--- config.mk ---
export PLATFORM = sky130hd
export DESIGN_NAME = bgp_gpio
export DESIGN_NICKNAME = d
export VERILOG_FILES = /design/src/core/bgp_evt.v /design/src/core/bgp_gpio.v /design/src/core/bgp_port.v
export VERILOG_INCLUDE_DIRS = /design/src /design/src/core
export SDC_FILE = /design/constraint.sdc
export NUM_CORES = 1
export LEC_CHECK = 0
export BUFFER_PORTS_ARGS = -buffer_cell sky130_fd_sc_hd__buf_2
export CAP_MARGIN = 20
export CORE_ASPECT_RATIO = 0.9
export CORE_UTILIZATION = 30
export DETAILED_ROUTE_END_ITERATION = 10
export SYNTH_ARGS = -nofsm -noshare
export SYNTH_HDL_FRONTEND = slang
export SYNTH_SLANG_ARGS = --single-unit
--- constraint.sdc ---
create_clock -name hclk -period 4.3 [get_ports hclk]
set_clock_uncertainty 0.05 [all_clocks]
set_input_delay 0 -clock hclk [delete_from_list [all_inputs] [get_ports hclk]]
set_output_delay 0 -clock hclk [all_outputs]
set_load 0.03 [all_outputs]
--- src/core/bgp_map.vh ---
// register map, field positions, reset values and codes of the board port block
`ifndef BGP_MAP_VH
`define BGP_MAP_VH

// register indices; byte address is four times the index
`define BGP_IDX_P0_VALUES 10'h078
`define BGP_IDX_P1_VALUES 10'h079
`define BGP_IDX_P2_VALUES 10'h07a
`define BGP_IDX_P0_DIRS 10'h098
`define BGP_IDX_P1_DIRS 10'h099
`define BGP_IDX_P2_DIRS 10'h09a
`define BGP_IDX_EVT_STATUS 10'h0a0
`define BGP_IDX_EVT_MASK 10'h0a1

// reset values
`define BGP_RST_VALUES 8'h00
`define BGP_RST_DIRS 8'h00
`define BGP_RST_MASK 11'h000

// lines that stay inputs whatever the direction bit says
`define BGP_P0_IN_ONLY 8'h00
`define BGP_P1_IN_ONLY 8'h59
`define BGP_P2_IN_ONLY 8'hc0

// lines whose value only firmware may change
`define BGP_P0_PROTECT 8'h00
`define BGP_P1_PROTECT 8'ha0
`define BGP_P2_PROTECT 8'h00

// system control port lines
`define BGP_P1_UNDERVOLT 0
`define BGP_P1_WD_KICK 1
`define BGP_P1_WD_ENABLE 2
`define BGP_P1_WD_FIRED 4
`define BGP_P1_BOOT_BLOCK 5
`define BGP_P1_FLASH_DIS 7

// peripheral control port lines
`define BGP_P2_SER1_LO 0
`define BGP_P2_SER1_HI 1
`define BGP_P2_SER2_LO 2
`define BGP_P2_SER2_HI 3
`define BGP_P2_LAMP_ONE 4
`define BGP_P2_LAMP_TWO 5
`define BGP_P2_DIP_ONE 6
`define BGP_P2_DIP_TWO 7

// event status bits
`define BGP_EVT_WIDTH 11
`define BGP_EVT_P0_LO 0
`define BGP_EVT_UNDERVOLT 8
`define BGP_EVT_WD_FIRED 9
`define BGP_EVT_DIP 10

// serial line mode codes
`define BGP_MODE_RS232 2'h0
`define BGP_MODE_RS422 2'h1
`define BGP_MODE_RS485 2'h2

// bus codes
`define BGP_HTRANS_NONSEQ 1
`define BGP_HSIZE_WORD 3'h2

`endif

--- src/core/bgp_evt.v ---
// sticky event flags, cleared by a read, a new event wins over the clear
`timescale 1ns/10ps
module bgp_evt #(
	parameter WIDTH = 11
) (
	input wire hclk,
	input wire hresetn,
	input wire [WIDTH-1:0] event_set,
	input wire clear,
	output reg [WIDTH-1:0] status
);

	always @(posedge hclk or negedge hresetn) begin
		if (!hresetn) begin
			status <= {WIDTH{1'b0}};
		end else if (clear) begin
			status <= event_set;
		end else begin
			status <= status | event_set;
		end
	end

endmodule

--- src/core/bgp_gpio.v ---
// three eight-line board ports behind an AHB-Lite register slave
//
// Summary of operation
// - three ports, eight lines each, per-line direction
// - each port has values and directions registers
// - register bit n maps to line n
// - value registers at three consecutive indices
// - direction registers consecutive; set bit means output
// - user port lines all freely configurable
// - control line 0 input, low means active
// - any kick line change restarts external watchdog
// - control line 2 high enables watchdog
// - control line 4 input, high means fired
// - control line 5 low unlocks boot memory
// - control line 7 low enables flash disk
// - peripheral lines 0,1 select first serial mode
// - peripheral lines 2,3 select second serial mode
// - peripheral lines 6,7 read switches, low on
`timescale 1ns/10ps
module bgp_gpio (
	input wire hclk,
	input wire hresetn,
	input wire hsel,
	input wire [31:0] haddr,
	input wire [1:0] htrans,
	input wire hwrite,
	input wire [2:0] hsize,
	input wire [31:0] hwdata,
	input wire hready,
	output reg hreadyout,
	output reg hresp,
	output reg [31:0] hrdata,
	input wire firmware_access,
	input wire [7:0] user_port_in,
	output wire [7:0] user_port_out,
	output wire [7:0] user_port_oe,
	input wire [7:0] system_control_port_in,
	output wire [7:0] system_control_port_out,
	output wire [7:0] system_control_port_oe,
	input wire [7:0] peripheral_control_port_in,
	output wire [7:0] peripheral_control_port_out,
	output wire [7:0] peripheral_control_port_oe,
	output reg irq,
	output reg external_watchdog_enable,
	output reg external_watchdog_kick,
	output reg external_watchdog_fired,
	output reg undervoltage_indication,
	output reg [1:0] first_serial_port_mode,
	output reg [1:0] second_serial_port_mode,
	output reg user_lamp_one,
	output reg user_lamp_two,
	output reg [1:0] dip_switch_unit
);
`include "bgp_map.vh"

	// bus transfer states
	localparam [2:0] ST_IDLE = 3'b001;
	localparam [2:0] ST_WAIT = 3'b010;
	localparam [2:0] ST_DONE = 3'b100;

	reg [2:0] state;
	reg [2:0] next_state;
	reg [9:0] addr_idx;
	reg addr_write;
	reg addr_word;

	wire take;
	wire do_write;
	wire do_read;
	wire wr_p0_values;
	wire wr_p1_values;
	wire wr_p2_values;
	wire wr_p0_dirs;
	wire wr_p1_dirs;
	wire wr_p2_dirs;
	wire wr_mask;
	wire rd_status;

	wire [7:0] p0_dirs;
	wire [7:0] p1_dirs;
	wire [7:0] p2_dirs;
	wire [7:0] p0_sample;
	wire [7:0] p1_sample;
	wire [7:0] p2_sample;
	wire [7:0] p0_values;
	wire [7:0] p1_values;
	wire [7:0] p2_values;

	reg [7:0] p0_prev;
	reg [7:0] p1_prev;
	reg [7:0] p2_prev;
	reg sample_valid;
	reg sample_seen;
	reg kick_prev;

	reg [`BGP_EVT_WIDTH-1:0] evt_mask;
	wire [`BGP_EVT_WIDTH-1:0] evt_status;
	reg [`BGP_EVT_WIDTH-1:0] evt_set;
	reg [31:0] rd_value;

	// address phase accepted
	assign take = hsel & hready & htrans[`BGP_HTRANS_NONSEQ];

	// register side effects happen in the data phase, one wait state in
	assign do_write = (state == ST_WAIT) & addr_write & addr_word;
	assign do_read = (state == ST_WAIT) & ~addr_write;

	assign wr_p0_values = do_write & (addr_idx == `BGP_IDX_P0_VALUES);
	assign wr_p1_values = do_write & (addr_idx == `BGP_IDX_P1_VALUES);
	assign wr_p2_values = do_write & (addr_idx == `BGP_IDX_P2_VALUES);
	assign wr_p0_dirs = do_write & (addr_idx == `BGP_IDX_P0_DIRS);
	assign wr_p1_dirs = do_write & (addr_idx == `BGP_IDX_P1_DIRS);
	assign wr_p2_dirs = do_write & (addr_idx == `BGP_IDX_P2_DIRS);
	assign wr_mask = do_write & (addr_idx == `BGP_IDX_EVT_MASK);
	assign rd_status = do_read & (addr_idx == `BGP_IDX_EVT_STATUS);

	// user port: no fixed board function on any line
	bgp_port #(
		.IN_ONLY(`BGP_P0_IN_ONLY),
		.PROTECT(`BGP_P0_PROTECT)
	) u_user_port (
		.hclk(hclk),
		.hresetn(hresetn),
		.wr_values(wr_p0_values),
		.wr_dirs(wr_p0_dirs),
		.wdata(hwdata[7:0]),
		.fw_access(firmware_access),
		.line_in(user_port_in),
		.line_out(user_port_out),
		.line_oe(user_port_oe),
		.dirs(p0_dirs),
		.line_sample(p0_sample)
	);

	// system control port: watchdog, boot memory and flash disk lines
	bgp_port #(
		.IN_ONLY(`BGP_P1_IN_ONLY),
		.PROTECT(`BGP_P1_PROTECT)
	) u_system_control_port (
		.hclk(hclk),
		.hresetn(hresetn),
		.wr_values(wr_p1_values),
		.wr_dirs(wr_p1_dirs),
		.wdata(hwdata[7:0]),
		.fw_access(firmware_access),
		.line_in(system_control_port_in),
		.line_out(system_control_port_out),
		.line_oe(system_control_port_oe),
		.dirs(p1_dirs),
		.line_sample(p1_sample)
	);

	// peripheral control port: serial modes, lamps and switches
	bgp_port #(
		.IN_ONLY(`BGP_P2_IN_ONLY),
		.PROTECT(`BGP_P2_PROTECT)
	) u_peripheral_control_port (
		.hclk(hclk),
		.hresetn(hresetn),
		.wr_values(wr_p2_values),
		.wr_dirs(wr_p2_dirs),
		.wdata(hwdata[7:0]),
		.fw_access(firmware_access),
		.line_in(peripheral_control_port_in),
		.line_out(peripheral_control_port_out),
		.line_oe(peripheral_control_port_oe),
		.dirs(p2_dirs),
		.line_sample(p2_sample)
	);

	// value readback: outputs show the driven value, inputs the pin
	assign p0_values = (user_port_out & p0_dirs) | (p0_sample & ~p0_dirs);
	assign p1_values = (system_control_port_out & p1_dirs) | (p1_sample & ~p1_dirs);
	assign p2_values = (peripheral_control_port_out & p2_dirs) | (p2_sample & ~p2_dirs);

	// bus transfer sequencing
	always @* begin
		next_state = state;
		case (state)
			ST_IDLE: begin
				if (take) begin
					next_state = ST_WAIT;
				end
			end
			ST_WAIT: begin
				next_state = ST_DONE;
			end
			ST_DONE: begin
				if (take) begin
					next_state = ST_WAIT;
				end else begin
					next_state = ST_IDLE;
				end
			end
			default: begin
				next_state = ST_IDLE;
			end
		endcase
	end

	always @(posedge hclk or negedge hresetn) begin
		if (!hresetn) begin
			state <= ST_IDLE;
			addr_idx <= 10'h000;
			addr_write <= 1'b0;
			addr_word <= 1'b0;
			hreadyout <= 1'b1;
			hresp <= 1'b0;
		end else begin
			state <= next_state;
			if (take) begin
				addr_idx <= haddr[11:2];
				addr_write <= hwrite;
				addr_word <= (hsize == `BGP_HSIZE_WORD);
			end
			hreadyout <= (next_state != ST_WAIT);
			hresp <= 1'b0;
		end
	end

	// read multiplexer; unmapped indices read zero
	always @* begin
		rd_value = 32'h0000_0000;
		case (addr_idx)
			`BGP_IDX_P0_VALUES: rd_value = {24'h000000, p0_values};
			`BGP_IDX_P1_VALUES: rd_value = {24'h000000, p1_values};
			`BGP_IDX_P2_VALUES: rd_value = {24'h000000, p2_values};
			`BGP_IDX_P0_DIRS: rd_value = {24'h000000, p0_dirs};
			`BGP_IDX_P1_DIRS: rd_value = {24'h000000, p1_dirs};
			`BGP_IDX_P2_DIRS: rd_value = {24'h000000, p2_dirs};
			`BGP_IDX_EVT_STATUS: rd_value = {21'h00000, evt_status};
			`BGP_IDX_EVT_MASK: rd_value = {21'h00000, evt_mask};
			default: rd_value = 32'h0000_0000;
		endcase
	end

	always @(posedge hclk or negedge hresetn) begin
		if (!hresetn) begin
			hrdata <= 32'h0000_0000;
		end else if (do_read) begin
			hrdata <= rd_value;
		end
	end

	// event detection on sampled input lines
	always @(posedge hclk or negedge hresetn) begin
		if (!hresetn) begin
			p0_prev <= 8'h00;
			p1_prev <= 8'h00;
			p2_prev <= 8'h00;
			sample_seen <= 1'b0;
			sample_valid <= 1'b0;
		end else begin
			p0_prev <= p0_sample;
			p1_prev <= p1_sample;
			p2_prev <= p2_sample;
			// history holds a real sample only from the second edge on
			sample_seen <= 1'b1;
			sample_valid <= sample_seen;
		end
	end

	always @* begin
		evt_set = {`BGP_EVT_WIDTH{1'b0}};
		if (sample_valid) begin
			// any change on a user line configured as input
			evt_set[`BGP_EVT_P0_LO+7:`BGP_EVT_P0_LO] = (p0_sample ^ p0_prev) & ~p0_dirs;
			// undervoltage or isolated interrupt going active (low)
			evt_set[`BGP_EVT_UNDERVOLT] = p1_prev[`BGP_P1_UNDERVOLT] &
				~p1_sample[`BGP_P1_UNDERVOLT];
			// watchdog history going to fired (high)
			evt_set[`BGP_EVT_WD_FIRED] = ~p1_prev[`BGP_P1_WD_FIRED] &
				p1_sample[`BGP_P1_WD_FIRED];
			evt_set[`BGP_EVT_DIP] = (p2_sample[`BGP_P2_DIP_ONE] ^ p2_prev[`BGP_P2_DIP_ONE]) |
				(p2_sample[`BGP_P2_DIP_TWO] ^ p2_prev[`BGP_P2_DIP_TWO]);
		end
	end

	bgp_evt #(
		.WIDTH(`BGP_EVT_WIDTH)
	) u_evt (
		.hclk(hclk),
		.hresetn(hresetn),
		.event_set(evt_set),
		.clear(rd_status),
		.status(evt_status)
	);

	always @(posedge hclk or negedge hresetn) begin
		if (!hresetn) begin
			evt_mask <= `BGP_RST_MASK;
			irq <= 1'b0;
		end else begin
			if (wr_mask) begin
				evt_mask <= hwdata[`BGP_EVT_WIDTH-1:0];
			end
			irq <= |(evt_status & evt_mask);
		end
	end

	// board function outputs, decoded from the driven lines and the sampled input lines
	always @(posedge hclk or negedge hresetn) begin
		if (!hresetn) begin
			kick_prev <= 1'b0;
			external_watchdog_kick <= 1'b0;
			external_watchdog_enable <= 1'b0;
			external_watchdog_fired <= 1'b0;
			undervoltage_indication <= 1'b0;
			first_serial_port_mode <= `BGP_MODE_RS232;
			second_serial_port_mode <= `BGP_MODE_RS232;
			user_lamp_one <= 1'b0;
			user_lamp_two <= 1'b0;
			dip_switch_unit <= 2'h0;
		end else begin
			kick_prev <= system_control_port_out[`BGP_P1_WD_KICK] &
				system_control_port_oe[`BGP_P1_WD_KICK];
			// either edge of the kick line restarts the watchdog
			external_watchdog_kick <= kick_prev ^ (system_control_port_out[`BGP_P1_WD_KICK] &
				system_control_port_oe[`BGP_P1_WD_KICK]);
			external_watchdog_enable <= system_control_port_out[`BGP_P1_WD_ENABLE] &
				system_control_port_oe[`BGP_P1_WD_ENABLE];
			external_watchdog_fired <= p1_sample[`BGP_P1_WD_FIRED];
			undervoltage_indication <= ~p1_sample[`BGP_P1_UNDERVOLT];
			first_serial_port_mode <= serial_mode(peripheral_control_port_out[1:0] &
				peripheral_control_port_oe[1:0]);
			second_serial_port_mode <= serial_mode(peripheral_control_port_out[3:2] &
				peripheral_control_port_oe[3:2]);
			user_lamp_one <= peripheral_control_port_out[`BGP_P2_LAMP_ONE] &
				peripheral_control_port_oe[`BGP_P2_LAMP_ONE];
			user_lamp_two <= peripheral_control_port_out[`BGP_P2_LAMP_TWO] &
				peripheral_control_port_oe[`BGP_P2_LAMP_TWO];
			dip_switch_unit <= ~{p2_sample[`BGP_P2_DIP_TWO], p2_sample[`BGP_P2_DIP_ONE]};
		end
	end

	// line pair to mode: low line clear is rs232, else high line picks
	function [1:0] serial_mode;
		input [1:0] lines;
		begin
			if (!lines[0]) begin
				serial_mode = `BGP_MODE_RS232;
			end else if (!lines[1]) begin
				serial_mode = `BGP_MODE_RS422;
			end else begin
				serial_mode = `BGP_MODE_RS485;
			end
		end
	endfunction

endmodule

--- src/core/bgp_port.v ---
// one eight-line port: value and direction registers and pin drive
`timescale 1ns/10ps
module bgp_port #(
	parameter [7:0] IN_ONLY = 8'h00,
	parameter [7:0] PROTECT = 8'h00
) (
	input wire hclk,
	input wire hresetn,
	input wire wr_values,
	input wire wr_dirs,
	input wire [7:0] wdata,
	input wire fw_access,
	input wire [7:0] line_in,
	output reg [7:0] line_out,
	output reg [7:0] line_oe,
	output reg [7:0] dirs,
	output reg [7:0] line_sample
);
`include "bgp_map.vh"

	wire [7:0] wmask;
	wire [7:0] next_dirs;

	// protected bits follow a write only while firmware has access
	assign wmask = fw_access ? 8'hff : ~PROTECT;
	assign next_dirs = wdata & ~IN_ONLY;

	always @(posedge hclk or negedge hresetn) begin
		if (!hresetn) begin
			line_out <= `BGP_RST_VALUES;
			dirs <= `BGP_RST_DIRS;
			line_oe <= `BGP_RST_DIRS;
			line_sample <= 8'h00;
		end else begin
			line_sample <= line_in;
			if (wr_values) begin
				line_out <= (wdata & wmask) | (line_out & ~wmask);
			end
			if (wr_dirs) begin
				dirs <= next_dirs;
				line_oe <= next_dirs;
			end
		end
	end

endmodule

==> impl_metrics.yaml <==
run_status:
  status: "completed"
cells_and_area:
  syn_to_final_growth_pct: 29.93
  drive_gt1_share_pct: 37.40
  nFillCells: 1873
  num_antenna_cells: 0
  final_cell_area_um2: 7859
  instances_no_fill: 889
  fin_nets: 725
placement:
  hpwlAfterDp_um: 11380
  dp.cells: 807
  place_congestion: 0.8552
  placedInstanceArea_um2: 6773
  post-place-ws_ns: 1.591
  portBuffers: 121
pwr:
  switchingPower_mw: 0.9418
  cellInternalPower_mw: 2.393
  p_seq_share_pct: 44.3
  p_clk_share_pct: 43.8
  vdd_drop_max_uv: 235.2
  p_leak_nw: 3.657
  p_comb_share_pct: 11.9
  netSwitchingFraction_pct: 28.25
  power_density_nw_per_um2: 424.3
global_routing:
  grt_max_degree: 106
  grt_pass1_wl_um: 25160
  antenna_found_initial: 0
  overflow: 0
  grt_use_total_pct: 16.76
  grt_pass1_vias: 4352
floorplan:
  die-area_um2: 20730
  die_h_um: 136.7
  die_w_um: 151.7
  core_um2: 19460
  rows: 48
  start_util_pct: 31.08
  io_pins: 194
synthesis:
  synthesis.area_um2: 6048
  avgSynthCellArea_um2: 13.44
  ys_async_sr_fraction_pct: 100.0
  ys_warn_count: 0
  yosysSeqAreaShare_pct: 58.79
  synthCells: 450
  synthFlopType: "dfrtp_1"
  synth_area_leader_cell: "dfrtp_1"
  yosys-top-cells-area: "dfrtp_1 (58%), mux2_2 (13%), mux2i_1 (4.1%)"
  synth_edf_count: 0
  synth_top_area_share_pct: 57.92
  synth.distinct_cells: 59
  synth-seq-cells: 142
timing:
  slew_headroom_pct: 36.18
  rsz0062_at_grt: "no"
  worst_hold_slack_ns: 0.04929
  finalSetupTns_ns: 0
  finalCritPeriodShare_pct: 63.89
  final-setup-viol-count: 0
  worst_slack_ns: 1.553
  hold_viol: 0
  tightest_slew_ns: 0.9573
  min_period_ns: 2.747
  slew_viol_final: 0
  fmax_ghz: 0.3640
job:
  cap_viol_max_count: 0
clock_network:
  htreeDepth: 4
  cts.clk_slew.worst_paths_ns: 0.07
  tritoncts: "done"
  root_buffer: "clkbuf_16"
  clock_sinks: 142
  cts_max_path_buffers: 2
  worstSkewPairLatency_ns: 0.43
  post_cts_resized: 0
  cts_buffers: 17
  cts_setup_buffers: 0
routing:
  wl_um: 16510
  ant_nets: 0
  drt-pass1-iter-count: 6
  routed_via_density: 4.871
  vias: 4330
  drcViolationCount: 0
  wl_per_cell_um: 18.57
  drt_iter0_drc: 207
critical_path:
  path_max_fanout: 13
  path_class: "reg2reg"
  cp.arrival_ns: 3.01
  end_kind: "register"
  crit_path_start_kind: "register"
  required_ns: 4.57
  r2r_slack_ns: 1.55
hold_path:
  hold_class: "in2reg"
cells by family (layout without fill, tap and decap cells):
logic type	count (synthesis)	in the layout	synth area share [%]
mux	93	93	16.80
simple gates	75	75	7.944
compound gates	68	68	8.440
xor+xnor	12	12	1.738
other cells	2	29	0.1242
buf+inv	58	220	6.165
flops	142	142	58.79
power groups by stage:
stage / combinational [mW] / clock (mW) / sequential (mW)
2_1_floorplan: 0.220 / 0 / 1.52
4_1_cts: 0.402 / 1.49 / 1.48
6_report: 0.398 / 1.46 / 1.48
3_3_place_gp: 0.361 / 0 / 1.50
5_1_grt: 0.434 / 1.54 / 1.49
3_5_place_dp: 0.366 / 0 / 1.50
through the flow:
| step | util, % | power (mW) |
|---|---|---|
| 2_1_floorplan | - | 1.742 |
| 3_3_place_gp | 34.81 | 1.858 |
| 5_1_grt | 40.39 | 3.464 |
| 4_1_cts | 40.33 | 3.373 |
| 3_5_place_dp | 34.81 | 1.866 |
| 6_report | 40.39 | 3.334 |
cell usage in the layout (no fill, tap or decap), types with 5 or more instances in the layout:
cell type / count
a21oi_1: 7
o21ai_0: 10
conb_1: 29
nand3_1: 7
clkbuf_16: 17
dfrtp_1: 140
o22ai_1: 6
and2_1: 6
a22oi_1: 7
mux2_2: 68
inv_6: 5
inv_1: 15
a32o_1: 10
buf_2: 120
dlygate4sd3_1: 49
nand2_1: 23
xor2_1: 11
o32ai_1: 5
mux2i_1: 25
nor2_1: 8
layer usage:
layer  routed length, um  GRT usage, %  vias to the layer above
met2                7503         25.00                      210
met1                7374         22.53                     2162
met3                1287         4.867                       37
li1                    -             -                     1921
met4                 341         7.206                        0
met5                   0             0                        -
repair_timing:
action | in CTS | in global routing
hold buffers | 49 | 0
endpoints found under the hold margin | 191 | 0
setup endpoints to repair | 0 | 0
sequential cells by signal (all words and copies together) (netlist names), 10 cells and up, named ones only:
| signal | count |
|---|---|
| hrdata | 11 |
| addr_idx | 10 |
| evt_mask | 11 |
| u_evt.status | 11 |
final timing paths:
kind / cells after the start / from / endpoint
max: 4 / addr_idx[1] / u_evt.status[9]
min: 3 / firmware_access / register
max reg2reg: 4 / addr_idx[1] / u_evt.status[9]
min reg2reg: 0 / sample_seen / sample_valid
max in group asynchronous: 3 / hresetn / u_peripheral_control_port.dirs[1]
min in group asynchronous: 2 / hresetn / state[1]
synth_stat cells (2+ instances only):
| master | n |
|---|---|
| a31oi_1 | 2 |
| a22oi_1 | 7 |
| nor2_1 | 8 |
| nor3b_4 | 2 |
| nand3_1 | 7 |
| nand3_2 | 3 |
| a32oi_1 | 4 |
| nand2_1 | 23 |
| nand2b_1 | 2 |
| mux2_2 | 68 |
| o21ai_0 | 10 |
| inv_1 | 15 |
| conb_1 | 2 |
| o32ai_1 | 5 |
| dfrtp_1 | 140 |
| a32o_1 | 10 |
| o31ai_1 | 3 |
| mux2i_1 | 25 |
| o2bb2ai_1 | 2 |
| buf_6 | 5 |
| nor2b_1 | 3 |
| dfstp_2 | 2 |
| a311oi_1 | 2 |
| o22ai_1 | 6 |
| xor2_1 | 11 |
| and2_1 | 6 |
| clkbuf_1 | 4 |
| a21o_1 | 2 |
| o2111ai_1 | 2 |
| buf_4 | 30 |
| buf_2 | 4 |
| a21oi_1 | 7 |
| a22o_1 | 2 |
cell type report:
| type | count | area, um^2 | area share (%) |
|---|---|---|---|
| Inverter | 15 | 56.30 | 0.7164 |
| Clock inverter | 14 | 145.1 | 1.847 |
| Clock buffer | 18 | 439.2 | 5.588 |
| Tap cell | 250 | 312.8 | 3.980 |
| Multi-Input combinational cell | 277 | 2221 | 28.26 |
| Sequential cell | 142 | 3556 | 45.25 |
| Timing Repair Buffer | 173 | 1129 | 14.36 |
critical path: stages, from the launching register on:
cell,delay [ns]
dfrtp_1,0.56
nor4b_2,0.39
nand3_1,0.53
or3_1,0.79
a32o_1,0.32
No activity file was read; power rests on OpenSTA's default activity.
